[config.mk]
export PLATFORM = sky130hd
export DESIGN_NAME = rjle_exec
export DESIGN_NICKNAME = d
export VERILOG_FILES = /design/src/rjle_pkg.sv /design/src/rjle_lane_merge.sv /design/src/rjle_exec.sv
export SDC_FILE = /design/constraint.sdc
export NUM_CORES = 1
export LEC_CHECK = 0
export ABC_CLOCK_PERIOD_IN_PS = 3800
export BUFFER_PORTS_ARGS = -buffer_cell sky130_fd_sc_hd__buf_2
export CAP_MARGIN = 0
export CORE_AREA = 2 2 225 227
export CTS_CLUSTER_SIZE = 40
export DETAILED_ROUTE_END_ITERATION = 10
export DIE_AREA = 0 0 227 229
export PLACE_DENSITY_LB_ADDON = 0.08
export SLEW_MARGIN = 15
export SYNTH_ARGS = -nofsm -noshare
export SYNTH_HDL_FRONTEND = slang
export SYNTH_SLANG_ARGS = --single-unit
[constraint.sdc]
create_clock -name sys_clk -period 3.8 [get_ports sys_clk]
set_clock_uncertainty 0.2 [all_clocks]
set_input_delay 0.76 -clock sys_clk [delete_from_list [all_inputs] [get_ports sys_clk]]
set_output_delay 0.76 -clock sys_clk [all_outputs]
set_load 0.05 [all_outputs]
[src/rjle_pkg.sv]
package rjle_pkg;

	localparam int XLEN       = 64;
	localparam int LINK_DELTA = 8;
	localparam logic [4:0] LINK_DEFAULT_REG = 5'h1F;

	// Primary opcodes (bits 31..26).
	localparam logic [5:0] OP_SPECIAL    = 6'h00;
	localparam logic [5:0] OP_LDL        = 6'h1A;
	localparam logic [5:0] OP_LDR_UNUSED = 6'h1B;
	localparam logic [5:0] OP_LB         = 6'h20;
	localparam logic [5:0] OP_LBU        = 6'h24;
	localparam logic [5:0] OP_LD         = 6'h37;
	localparam logic [3:0] OP_LDC_HI     = 4'hD;
	// Function codes for the register jumps.
	localparam logic [5:0] FN_JR         = 6'h08;
	localparam logic [5:0] FN_LINKING_REGISTER_JUMP       = 6'h09;

	localparam logic [1:0] COP_SYSTEM    = 2'h0;
	localparam int         COP_COUNT     = 4;

	typedef enum logic [3:0]
	{
		RJLE_EXC_NONE   = 4'h0,
		RJLE_EXC_ADDR   = 4'h1,
		RJLE_EXC_TLBREF = 4'h2,
		RJLE_EXC_TLBINV = 4'h3,
		RJLE_EXC_BUS    = 4'h4,
		RJLE_EXC_RESV   = 4'h5,
		RJLE_EXC_COPUN  = 4'h6
	} rjle_exc_t;

	typedef enum logic [3:0]
	{
		RJLE_ST_IDLE = 4'b0001,
		RJLE_ST_WAIT = 4'b0010,
		RJLE_ST_DONE = 4'b0100,
		RJLE_ST_FAIL = 4'b1000
	} rjle_state_t;

	// Request toward the memory load path.
	typedef struct packed
	{
		logic            valid;
		logic [XLEN-1:0] addr;
		logic            dword;
	} rjle_memreq_t;

	// Answer from the memory load path.
	typedef struct packed
	{
		logic            valid;
		logic [XLEN-1:0] data;
		logic            tlbRefill;
		logic            tlbInvalid;
		logic            busError;
	} rjle_memrsp_t;

	// Register write-back toward the pipeline.
	typedef struct packed
	{
		logic            valid;
		logic [4:0]      reg_idx;
		logic [XLEN-1:0] data;
	} rjle_wb_t;

endpackage

[src/rjle_lane_merge.sv]
`timescale 1ns/100ps
// Byte extraction and left-part merge for the load data path.
module rjle_lane_merge #(
	parameter int XLEN = 64
) (
	input  wire logic [XLEN-1:0] memData,   // Aligned doubleword read
	input  wire logic [XLEN-1:0] oldReg,    // Current target register
	input  wire logic [2:0]      addrLow,   // Effective address bits 2..0
	input  wire logic            bigEndian, // Big-endian ordering active
	input  wire logic            signedLd,  // Sign-extend the byte
	output logic      [XLEN-1:0] byteOut,   // Extended byte result
	output logic      [XLEN-1:0] leftOut    // Left-merged result
);

	wire logic [2:0] laneIdx;
	wire logic [7:0] laneByte;
	wire logic [5:0] shiftAmt;
	wire logic [XLEN-1:0] keepMask;

	assign laneIdx = addrLow ^ {3{bigEndian}};
	assign laneByte = memData[{laneIdx, 3'b000} +: 8];
	assign byteOut = signedLd
		? {{(XLEN-8){laneByte[7]}}, laneByte}
		: {{(XLEN-8){1'b0}}, laneByte};

	// Lane n keeps 7-n old low bytes; memory bytes n..0 move to the top.
	assign shiftAmt = {3'(3'h7 - laneIdx), 3'b000};
	assign keepMask = ({{(XLEN-1){1'b0}}, 1'b1} << shiftAmt)
		- {{(XLEN-1){1'b0}}, 1'b1};
	assign leftOut = (memData << shiftAmt) | (oldReg & keepMask);

endmodule

[src/rjle_exec.sv]
`timescale 1ns/100ps
// Behaviour
// - linking jump writes own address plus eight
// - missing destination encodes register thirty one
// - delay slot runs before control moves
// - misaligned target faults at fetch, not jump
// - plain jump target from source, zero field
// - address is base plus sign-extended offset
// - signed byte load sign-extends the byte
// - unsigned byte load zero-extends the byte
// - byte loads report translation errors only, no address or bus errors
// - aligned doubleword load, misalignment faults
// - doubleword load reports five exception kinds
// - coprocessor load delivers aligned doubleword
// - four coprocessor units, zero to three; loads decode for units one and two only
// - unusable coprocessor raises unusable exception
// - coprocessor zero opcode is not this load
// - left load merges upper bytes only
// - merged bytes depend on address and ordering
module rjle_exec #(
	parameter int XLEN = rjle_pkg::XLEN
) (
	input  wire logic                  sys_clk,      // Core clock
	input  wire logic                  nrst,         // Async reset, low
	input  wire logic                  instValid,    // Instruction offered
	input  wire logic [31:0]           instWord,     // Instruction word
	input  wire logic [XLEN-1:0]       instPc,       // Instruction address
	input  wire logic [XLEN-1:0]       srcValue,     // Source/base value
	input  wire logic [XLEN-1:0]       tgtValue,     // Old target value
	input  wire logic                  bigEndianActive, // Byte order
	input  wire logic                  is64,         // 64-bit core mode
	input  wire logic [3:0]            copUsable,    // Usable bits
	input  wire rjle_pkg::rjle_memrsp_t memRsp,      // Load path answer
	output logic                       instReady,    // Can take instruction
	output rjle_pkg::rjle_memreq_t     memReq,       // Load path request
	output rjle_pkg::rjle_wb_t         writeBack,    // Register write
	output logic                       jumpValid,    // Jump after slot
	output logic      [XLEN-1:0]       jumpTarget,   // Jump destination
	output logic                       excValid,     // Exception pulse
	output rjle_pkg::rjle_exc_t        excCause,     // Exception cause
	output logic                       copLoadValid, // Coprocessor data
	output logic      [1:0]            copUnit,      // Coprocessor number
	output logic      [4:0]            copReg,       // Coprocessor register
	output logic      [XLEN-1:0]       copData       // Coprocessor data
);

	// Field decode.
	wire logic [5:0]  opcode;
	wire logic [5:0]  funct;
	wire logic [4:0]  srcField;
	wire logic [4:0]  tgtField;
	wire logic [4:0]  dstField;
	wire logic [14:0] zeroField;
	wire logic [15:0] offset;
	wire logic [1:0]  copSel;

	assign opcode    = instWord[31:26];
	assign srcField  = instWord[25:21];
	assign tgtField  = instWord[20:16];
	assign dstField  = instWord[15:11];
	assign zeroField = instWord[20:6];
	assign funct     = instWord[5:0];
	assign offset    = instWord[15:0];
	assign copSel    = instWord[27:26];

	wire logic isPlainJump;
	wire logic isLinkJump;
	wire logic isSignedByte;
	wire logic isUnsignedByte;
	wire logic isDword;
	wire logic isCopLoad;
	wire logic isLeftLoad;
	wire logic isLoad;
	wire logic isReserved;

	assign isPlainJump = opcode == rjle_pkg::OP_SPECIAL
		&& funct == rjle_pkg::FN_JR && zeroField == 15'h0000;
	assign isLinkJump = opcode == rjle_pkg::OP_SPECIAL
		&& funct == rjle_pkg::FN_LINKING_REGISTER_JUMP;
	assign isSignedByte   = opcode == rjle_pkg::OP_LB;
	assign isUnsignedByte = opcode == rjle_pkg::OP_LBU;
	assign isDword        = opcode == rjle_pkg::OP_LD;
	// The coprocessor zero slot belongs to another instruction, and the
	// coprocessor three slot is the doubleword load's own opcode.
	assign isCopLoad = opcode[5:2] == rjle_pkg::OP_LDC_HI
		&& copSel != rjle_pkg::COP_SYSTEM
		&& opcode != rjle_pkg::OP_LD;
	assign isLeftLoad = opcode == rjle_pkg::OP_LDL;
	assign isLoad = isSignedByte | isUnsignedByte | isDword
		| isCopLoad | isLeftLoad;
	// The doubleword and left loads are reserved outside 64-bit mode; coprocessor loads are not.
	assign isReserved = (isDword | isLeftLoad) & ~is64;

	// Effective address.
	wire logic [XLEN-1:0] effective_address;
	wire logic            misaligned;
	wire logic            copUnusable;

	assign effective_address = srcValue
		+ {{(XLEN-16){offset[15]}}, offset};
	assign misaligned = (isDword | isCopLoad)
		&& effective_address[2:0] != 3'h0;
	assign copUnusable = isCopLoad && !copUsable[copSel];

	// Held context of a load in flight.
	rjle_pkg::rjle_state_t state;
	rjle_pkg::rjle_state_t next_state;
	logic [4:0]      heldTgt;
	logic [XLEN-1:0] heldOld;
	logic [2:0]      heldLow;
	logic            heldSigned;
	logic            heldByte;
	logic            heldLeft;
	logic            heldCop;
	logic [1:0]      heldCopSel;
	logic            heldBig;
	logic            held64;

	wire logic takeInst;
	wire logic takeLoad;
	wire logic loadFault;
	wire logic rspFault;

	assign instReady = state == rjle_pkg::RJLE_ST_IDLE;
	assign takeInst  = instValid & instReady;
	assign loadFault = isReserved | misaligned | copUnusable;
	assign takeLoad  = takeInst & isLoad & ~loadFault;
	// Byte loads carry no bus error report.
	assign rspFault = memRsp.tlbRefill | memRsp.tlbInvalid
		| (memRsp.busError & ~heldByte);

	always_comb
	begin
		next_state = state;
		case (state)
			rjle_pkg::RJLE_ST_IDLE:
				if (takeLoad)
					next_state = rjle_pkg::RJLE_ST_WAIT;
			rjle_pkg::RJLE_ST_WAIT:
				if (memRsp.valid)
					next_state = rspFault ? rjle_pkg::RJLE_ST_FAIL
						: rjle_pkg::RJLE_ST_DONE;
			rjle_pkg::RJLE_ST_DONE:
				next_state = rjle_pkg::RJLE_ST_IDLE;
			rjle_pkg::RJLE_ST_FAIL:
				next_state = rjle_pkg::RJLE_ST_IDLE;
			default:
				next_state = rjle_pkg::RJLE_ST_IDLE;
		endcase
	end

	always_ff @(posedge sys_clk or negedge nrst)
	begin
		if (!nrst)
			state <= rjle_pkg::RJLE_ST_IDLE;
		else
			state <= next_state;
	end

	always_ff @(posedge sys_clk or negedge nrst)
	begin
		if (!nrst)
			{heldTgt, heldOld, heldLow, heldSigned, heldByte, heldLeft,
				heldCop, heldCopSel, heldBig, held64} <= '0;
		else if (takeLoad)
		begin
			heldTgt    <= tgtField;
			heldOld    <= tgtValue;
			heldLow    <= effective_address[2:0];
			heldSigned <= isSignedByte;
			heldByte   <= isSignedByte | isUnsignedByte;
			heldLeft   <= isLeftLoad;
			heldCop    <= isCopLoad;
			heldCopSel <= copSel;
			heldBig    <= bigEndianActive;
			held64     <= is64;
		end
	end

	// Memory request is a one-cycle pulse with the full effective address.
	always_ff @(posedge sys_clk or negedge nrst)
	begin
		if (!nrst)
			memReq <= '0;
		else
		begin
			memReq.valid <= takeLoad;
			memReq.addr  <= effective_address;
			memReq.dword <= isDword | isCopLoad | isLeftLoad;
		end
	end

	// Data path.
	wire logic [XLEN-1:0] byteResult;
	wire logic [XLEN-1:0] leftResult;
	wire logic [2:0]      laneLow;
	logic      [XLEN-1:0] rspData;

	// On 32-bit cores the byte comes from the low word; bit two is preset so
	// that the endian flip in the merge unit clears it again.
	assign laneLow = held64 ? heldLow : {heldBig, heldLow[1:0]};

	always_ff @(posedge sys_clk or negedge nrst)
	begin
		if (!nrst)
			rspData <= '0;
		else if (state == rjle_pkg::RJLE_ST_WAIT && memRsp.valid)
			rspData <= memRsp.data;
	end

	rjle_lane_merge #(
		.XLEN(XLEN)
	) u_merge (
		.memData  (rspData),
		.oldReg   (heldOld),
		.addrLow  (laneLow),
		.bigEndian(heldBig & held64 | heldBig & heldByte),
		.signedLd (heldSigned),
		.byteOut  (byteResult),
		.leftOut  (leftResult)
	);

	wire logic doneLoad;
	wire logic linkTake;
	wire logic [4:0] linkReg;

	assign doneLoad = state == rjle_pkg::RJLE_ST_DONE;
	assign linkTake = takeInst & isLinkJump;
	// The assembler fills in register 31 when none is written.
	assign linkReg = dstField;

	always_ff @(posedge sys_clk or negedge nrst)
	begin
		if (!nrst)
			writeBack <= '0;
		else if (linkTake)
		begin
			writeBack.valid   <= 1'b1;
			writeBack.reg_idx <= linkReg;
			writeBack.data    <= instPc
				+ XLEN'(rjle_pkg::LINK_DELTA);
		end
		else if (doneLoad && !heldCop)
		begin
			writeBack.valid   <= 1'b1;
			writeBack.reg_idx <= heldTgt;
			writeBack.data    <= heldByte ? byteResult
				: heldLeft ? leftResult : rspData;
		end
		else
			writeBack.valid <= 1'b0;
	end

	always_ff @(posedge sys_clk or negedge nrst)
	begin
		if (!nrst)
			{copLoadValid, copUnit, copReg, copData} <= '0;
		else
		begin
			copLoadValid <= doneLoad & heldCop;
			copUnit      <= heldCopSel;
			copReg       <= heldTgt;
			copData      <= rspData;
		end
	end

	// The target is sampled from the source before the link lands, and the
	// pipeline redirects only after the delay slot. No alignment check here.
	always_ff @(posedge sys_clk or negedge nrst)
	begin
		if (!nrst)
			{jumpValid, jumpTarget} <= '0;
		else
		begin
			jumpValid <= takeInst & (isPlainJump | isLinkJump);
			if (takeInst & (isPlainJump | isLinkJump))
				jumpTarget <= srcValue;
		end
	end

	rjle_pkg::rjle_exc_t next_cause;

	always_comb
	begin
		next_cause = rjle_pkg::RJLE_EXC_NONE;
		if (takeInst && isLoad)
		begin
			if (isReserved)
				next_cause = rjle_pkg::RJLE_EXC_RESV;
			else if (copUnusable)
				next_cause = rjle_pkg::RJLE_EXC_COPUN;
			else if (misaligned)
				next_cause = rjle_pkg::RJLE_EXC_ADDR;
		end
		else if (state == rjle_pkg::RJLE_ST_WAIT && memRsp.valid)
		begin
			if (memRsp.tlbRefill)
				next_cause = rjle_pkg::RJLE_EXC_TLBREF;
			else if (memRsp.tlbInvalid)
				next_cause = rjle_pkg::RJLE_EXC_TLBINV;
			else if (memRsp.busError && !heldByte)
				next_cause = rjle_pkg::RJLE_EXC_BUS;
		end
	end

	always_ff @(posedge sys_clk or negedge nrst)
	begin
		if (!nrst)
		begin
			excValid <= 1'b0;
			excCause <= rjle_pkg::RJLE_EXC_NONE;
		end
		else
		begin
			excValid <= next_cause != rjle_pkg::RJLE_EXC_NONE;
			excCause <= next_cause;
		end
	end

	a_link_value: assert property (@(posedge sys_clk) disable iff (!nrst)
		linkTake |=> writeBack.valid
			&& writeBack.data == $past(instPc) + 64'h8)
		else $error("link value wrong");
	a_jump_target: assert property (@(posedge sys_clk) disable iff (!nrst)
		takeInst && (isPlainJump || isLinkJump)
			|=> jumpValid && jumpTarget == $past(srcValue))
		else $error("jump target wrong");
	a_jump_noexc: assert property (@(posedge sys_clk) disable iff (!nrst)
		takeInst && (isPlainJump || isLinkJump) |=> !excValid)
		else $error("jump raised exception");
	a_dword_align: assert property (@(posedge sys_clk) disable iff (!nrst)
		takeInst && isDword && is64 && effective_address[2:0] != 3'h0
			|=> excValid && excCause == rjle_pkg::RJLE_EXC_ADDR
			&& !memReq.valid)
		else $error("misaligned load not faulted");
	a_cop_unusable: assert property (@(posedge sys_clk) disable iff (!nrst)
		takeInst && copUnusable
			|=> excCause == rjle_pkg::RJLE_EXC_COPUN)
		else $error("unusable coprocessor not faulted");
	a_byte_nobus: assert property (@(posedge sys_clk) disable iff (!nrst)
		state == rjle_pkg::RJLE_ST_WAIT && memRsp.valid && heldByte
			&& !memRsp.tlbRefill && !memRsp.tlbInvalid
			|=> !excValid ##1 writeBack.valid)
		else $error("byte load reported bus error");
	a_load_wb: assert property (@(posedge sys_clk) disable iff (!nrst)
		doneLoad && !heldCop |=> writeBack.valid
			&& writeBack.reg_idx == $past(heldTgt))
		else $error("load write-back missing");
	a_cop_deliver: assert property (@(posedge sys_clk) disable iff (!nrst)
		doneLoad && heldCop |=> copLoadValid && !writeBack.valid
			&& copUnit != 2'h0)
		else $error("coprocessor delivery wrong");
	a_load_ea: assert property (@(posedge sys_clk) disable iff (!nrst)
		takeLoad |=> memReq.valid && memReq.addr
			== $past(srcValue) + {{48{$past(offset[15])}},
			$past(offset)})
		else $error("effective address wrong");

	c_link_jump: cover property (@(posedge sys_clk) linkTake);
	c_byte_load: cover property (@(posedge sys_clk)
		doneLoad && heldByte);
	c_left_load: cover property (@(posedge sys_clk)
		doneLoad && heldLeft);
	c_cop_load: cover property (@(posedge sys_clk) copLoadValid);

endmodule

==> run summary <==
The flow ran to the end, and the final reports show no timing, DRC or antenna violations. After synthesis, the mean cell area works out to 10.8 um^2. The fraction of the yosys area taken by sequential cells was 0.459; the die outline width was 227 um. The commonest cells after synthesis are 423 x sky130_fd_sc_hd__dfrtp_1, 211 x sky130_fd_sc_hd__mux2_2, 189 x sky130_fd_sc_hd__nand2_1. The summed instance area of the synthesized netlist was 23100 um^2; the proportion of layout cells with a drive suffix above 1 was 0.393.

Worst flop-to-flop path endpoint: writeBack[40]. The final layout contains routed wiring with a total length of 88700 um. Setup violations remaining at the end of the flow were counted as 0. Along the worst hold path, the cell count comes to 0.

The worst register-to-register path begins at heldBig. Row generation in the floorplan step produced 82 rows. Effective utilization at floorplan: 0.466. Once placement completed, the tool counted placed cells totaling 3441. Counting I/O delays and the setup requirement, the final critical path takes 3620 ps. For the synthesis warning total, the log shows 0. The logs give 0 for the final hold violation count and 2516 for the net count after synthesis. For the pin with the worst max-slew slack, the measured transition is 933 ps. In this run the worst path has a maximum fanout of 8. In this run the worst hold path is classified as reg -> reg. The count of vias placed by the detailed router came out at 20700. For this run, the top clock speed supported by timing is 277 MHz. The via density per instance was 5.83.

Leaving out filler cells and counting taps, the final layout contains 3548. The tools report the end of the worst hold path as copUnit[1]. Setup repair after global routing left no endpoint under its margin. Counting the buffers created by CTS gives 48. The tools report the area of the die as 52000 um^2.

For the worst setup path, the data required time is 4080 ps. The starting DRC count in detailed routing was 1795; the largest net degree at the start of global routing was 77. Type of the setup path with the least slack: reg -> reg.

The synthesized design spends more area on one cell type than any other, namely sky130_fd_sc_hd__dfrtp_1. The tools report the worst hold path startpoint as heldCopSel[1]. The cts-stage hold buffer count is 1, and the number of antenna violations at the first check in global routing is 23. The met1 track demand over resource in global routing was 0.406. After clock tree synthesis, the clock-pin slew on the worst setup and hold paths is 60 ps. The power per standard cell area is 508 nW/um^2, and the number of gates resized after CTS is 0. The count of pins over their slew limit is 0, and the layout overhead on the synthesized area is 28.0%. The number of enable flip-flop cells after synthesis came out at 0. CTS placed an instance of sky130_fd_sc_hd__clkbuf_16 at the clock tree root. The synthesized netlist contains 85 unique library cells.

For this run, the detailed router's first-pass iteration total came to 5. IR analysis of the VDD net gives a maximum drop of 0.000361 V. The area share of the leading cell type in the synthesized netlist is 0.457. The run gives 0 as the remaining design rule violation count. The run gives 21000 as the via count of the first global-routing pass.

The fraction of synthesis flops using an asynchronous set or reset pin was 1.00. Dividing the detail-routed wire length by the instance count gives 25.0 um. The most common flop cell mapped by yosys is sky130_fd_sc_hd__dfrtp_1.

The HPWL reported at the end of detailed placement was 68300 um; the net count reported at finish was 3187. STA classifies the critical path endpoint as a register. Counting every instance in the synthesized netlist gives 2149. The maximum buffer depth of the clock tree is 3, and the tightest slew margin relative to the limit is 0.377. Counting flops and latches in the post-synthesis netlist gives 424. Aggregate global-route resource usage: 0.338. The congestion estimate from routability-driven global placement came to 0.944. The final clock period utilization by the worst path is 0.952, and the met2 demand-to-capacity share in global routing is 0.575. For the worst setup path, the data arrival time is 3900 ps.

In this run the remaining antenna-violating nets after routing total 0. In this run the most used layer during global routing was met2. The total overflow left after global routing is 0.

The worst reg2reg path depth was 8; the leakage power summed over all cells was 14.3 nW. The setup slack of the most critical reg-to-reg path was 180 ps; the number of sinks driven by the clock tree was 424. The count of input and output buffers was 571; the vertical die dimension was 229 um. For the buffer count from post-CTS setup fixing, the log shows 0.

The tools report the met3 usage as 0.0654. For this design the top-level I/O count stands at 580. The clock tree synthesis step divided the H-tree into 2 levels.

The clock reaches the later pin of the worst-skew pair after 610 ps. The run gives 15.1 mW as the total power after layout. The kind of launch point of the worst setup path is a register.

Sorting the synthesized cells by area gives the leading types as sky130_fd_sc_hd__dfrtp_1 46%, sky130_fd_sc_hd__mux2_2 10%, sky130_fd_sc_hd__ha_1 3.5%. The total of max-cap violations came out at 0. The floorplan step defined a core boundary enclosing 49700 um^2. The first-pass GRT wire length is 131000 um. TritonCTS built the clock tree. Most common cell in the netlist: sky130_fd_sc_hd__dfrtp_1.
cell families (layout without fill, tap and decap cells):
logic type / Yosys count / in the layout / synth area share
xor gates and xnor gates: 116 / 116 / 0.0450
other: 1 / 19 / 0.000162
muxes: 286 / 286 / 0.157
DFF: 424 / 424 / 0.459
AOI/OAI and AO/OA: 506 / 506 / 0.150
buffers and inverters: 172 / 881 / 0.0332
and+or+nand+nor: 578 / 578 / 0.120
adders and majority gates: 66 / 66 / 0.0360
area by class of cell:
class	count	area, um^2
clock inverters	27	418
multi-input cells	1553	11800
clock buffers	61	1310
flip-flops and latches	424	10600
inverters	33	124
diodes	18	45.0
well taps	672	841
repair buffers	760	4430
fillers	4436	20000
cell usage in the layout, fill, tap and decap left out, types with 18 or more instances in the layout:
cell type,instances
sky130_fd_sc_hd__ha_1,65
sky130_fd_sc_hd__dfrtp_1,421
sky130_fd_sc_hd__nand4_1,35
sky130_fd_sc_hd__clkbuf_16,48
sky130_fd_sc_hd__o21ai_1,28
sky130_fd_sc_hd__o21ai_0,72
sky130_fd_sc_hd__inv_1,33
sky130_fd_sc_hd__buf_4,177
sky130_fd_sc_hd__nor2_1,131
sky130_fd_sc_hd__nor3_1,47
sky130_fd_sc_hd__a21oi_1,110
sky130_fd_sc_hd__nand3_1,71
sky130_fd_sc_hd__and3_1,24
sky130_fd_sc_hd__o211ai_1,35
sky130_fd_sc_hd__a21o_1,38
sky130_fd_sc_hd__buf_2,570
sky130_fd_sc_hd__mux4_2,34
sky130_fd_sc_hd__xnor2_1,68
sky130_fd_sc_hd__a211oi_1,36
sky130_fd_sc_hd__nand2_1,187
sky130_fd_sc_hd__mux2_2,211
sky130_fd_sc_hd__a311oi_1,19
sky130_fd_sc_hd__xor2_1,44
sky130_fd_sc_hd__mux2i_1,32
sky130_fd_sc_hd__a221oi_1,23
sky130_fd_sc_hd__diode_2,18
registers in the layout, indices dropped and copies added, names as in the netlist, 2 cells and up:
register,flops
writeBack,70
copUnit,2
copData,64
state,4
rspData,64
heldCopSel,2
heldOld,63
memReq,66
heldTgt,5
jumpTarget,64
heldLow,3
copReg,5
excCause,3
power breakdown:
part           total [mW]  switching (mW)  internal (mW)
sequential           5.33           0.340           4.99
clock                5.09            2.02           3.07
combinational        4.63            2.95           1.68
total                15.1            5.31           9.74
per-layer routing:
layer / wire length, um / part of all wire
met4: 4700 / 0.053
met1: 33400 / 0.38
met2: 44100 / 0.50
met5: 86 / 0.00097
met3: 6420 / 0.072
worst max-delay path by stage:
stage	end	cells past startpoint	startpoint	slack, ps
final	writeBack[40]	8	heldBig	180
after global routing	writeBack[16]	9	heldBig	120
after CTS	writeBack[40]	8	heldBig	240
after detailed placement	memReq[43]	12	instWord[15]	-250
after global placement	memReq[43]	12	instWord[15]	-280
after floorplan	memReq[37]	9	instWord[0]	450
metrics by stage:
step / TNS [ps] / setup WS (ps) / hold WS [ps] / area, um^2 / util
floorplan: 0 / 448 / 149 / 23100 / -
detailed placement: -2200 / -254 / 163 / 27800 / 0.560
global route: 0 / 116 / 178 / 29600 / 0.596
finish: 0 / 183 / 173 / 29600 / 0.596
global placement: -2400 / -283 / 155 / 27800 / 0.560
CTS: 0 / 238 / 157 / 29600 / 0.595
critical path, cell delays in order, from the launching register on:
cell	delay (ps)
sky130_fd_sc_hd__dfrtp_1	460
sky130_fd_sc_hd__o21ai_4	170
sky130_fd_sc_hd__xnor2_2	550
sky130_fd_sc_hd__mux4_1	660
sky130_fd_sc_hd__mux2i_2	360
sky130_fd_sc_hd__nor2_1	140
sky130_fd_sc_hd__nor2_1	470
sky130_fd_sc_hd__o31a_1	370
sky130_fd_sc_hd__nor2_1	90
Power figures use the tool's default switching activity.
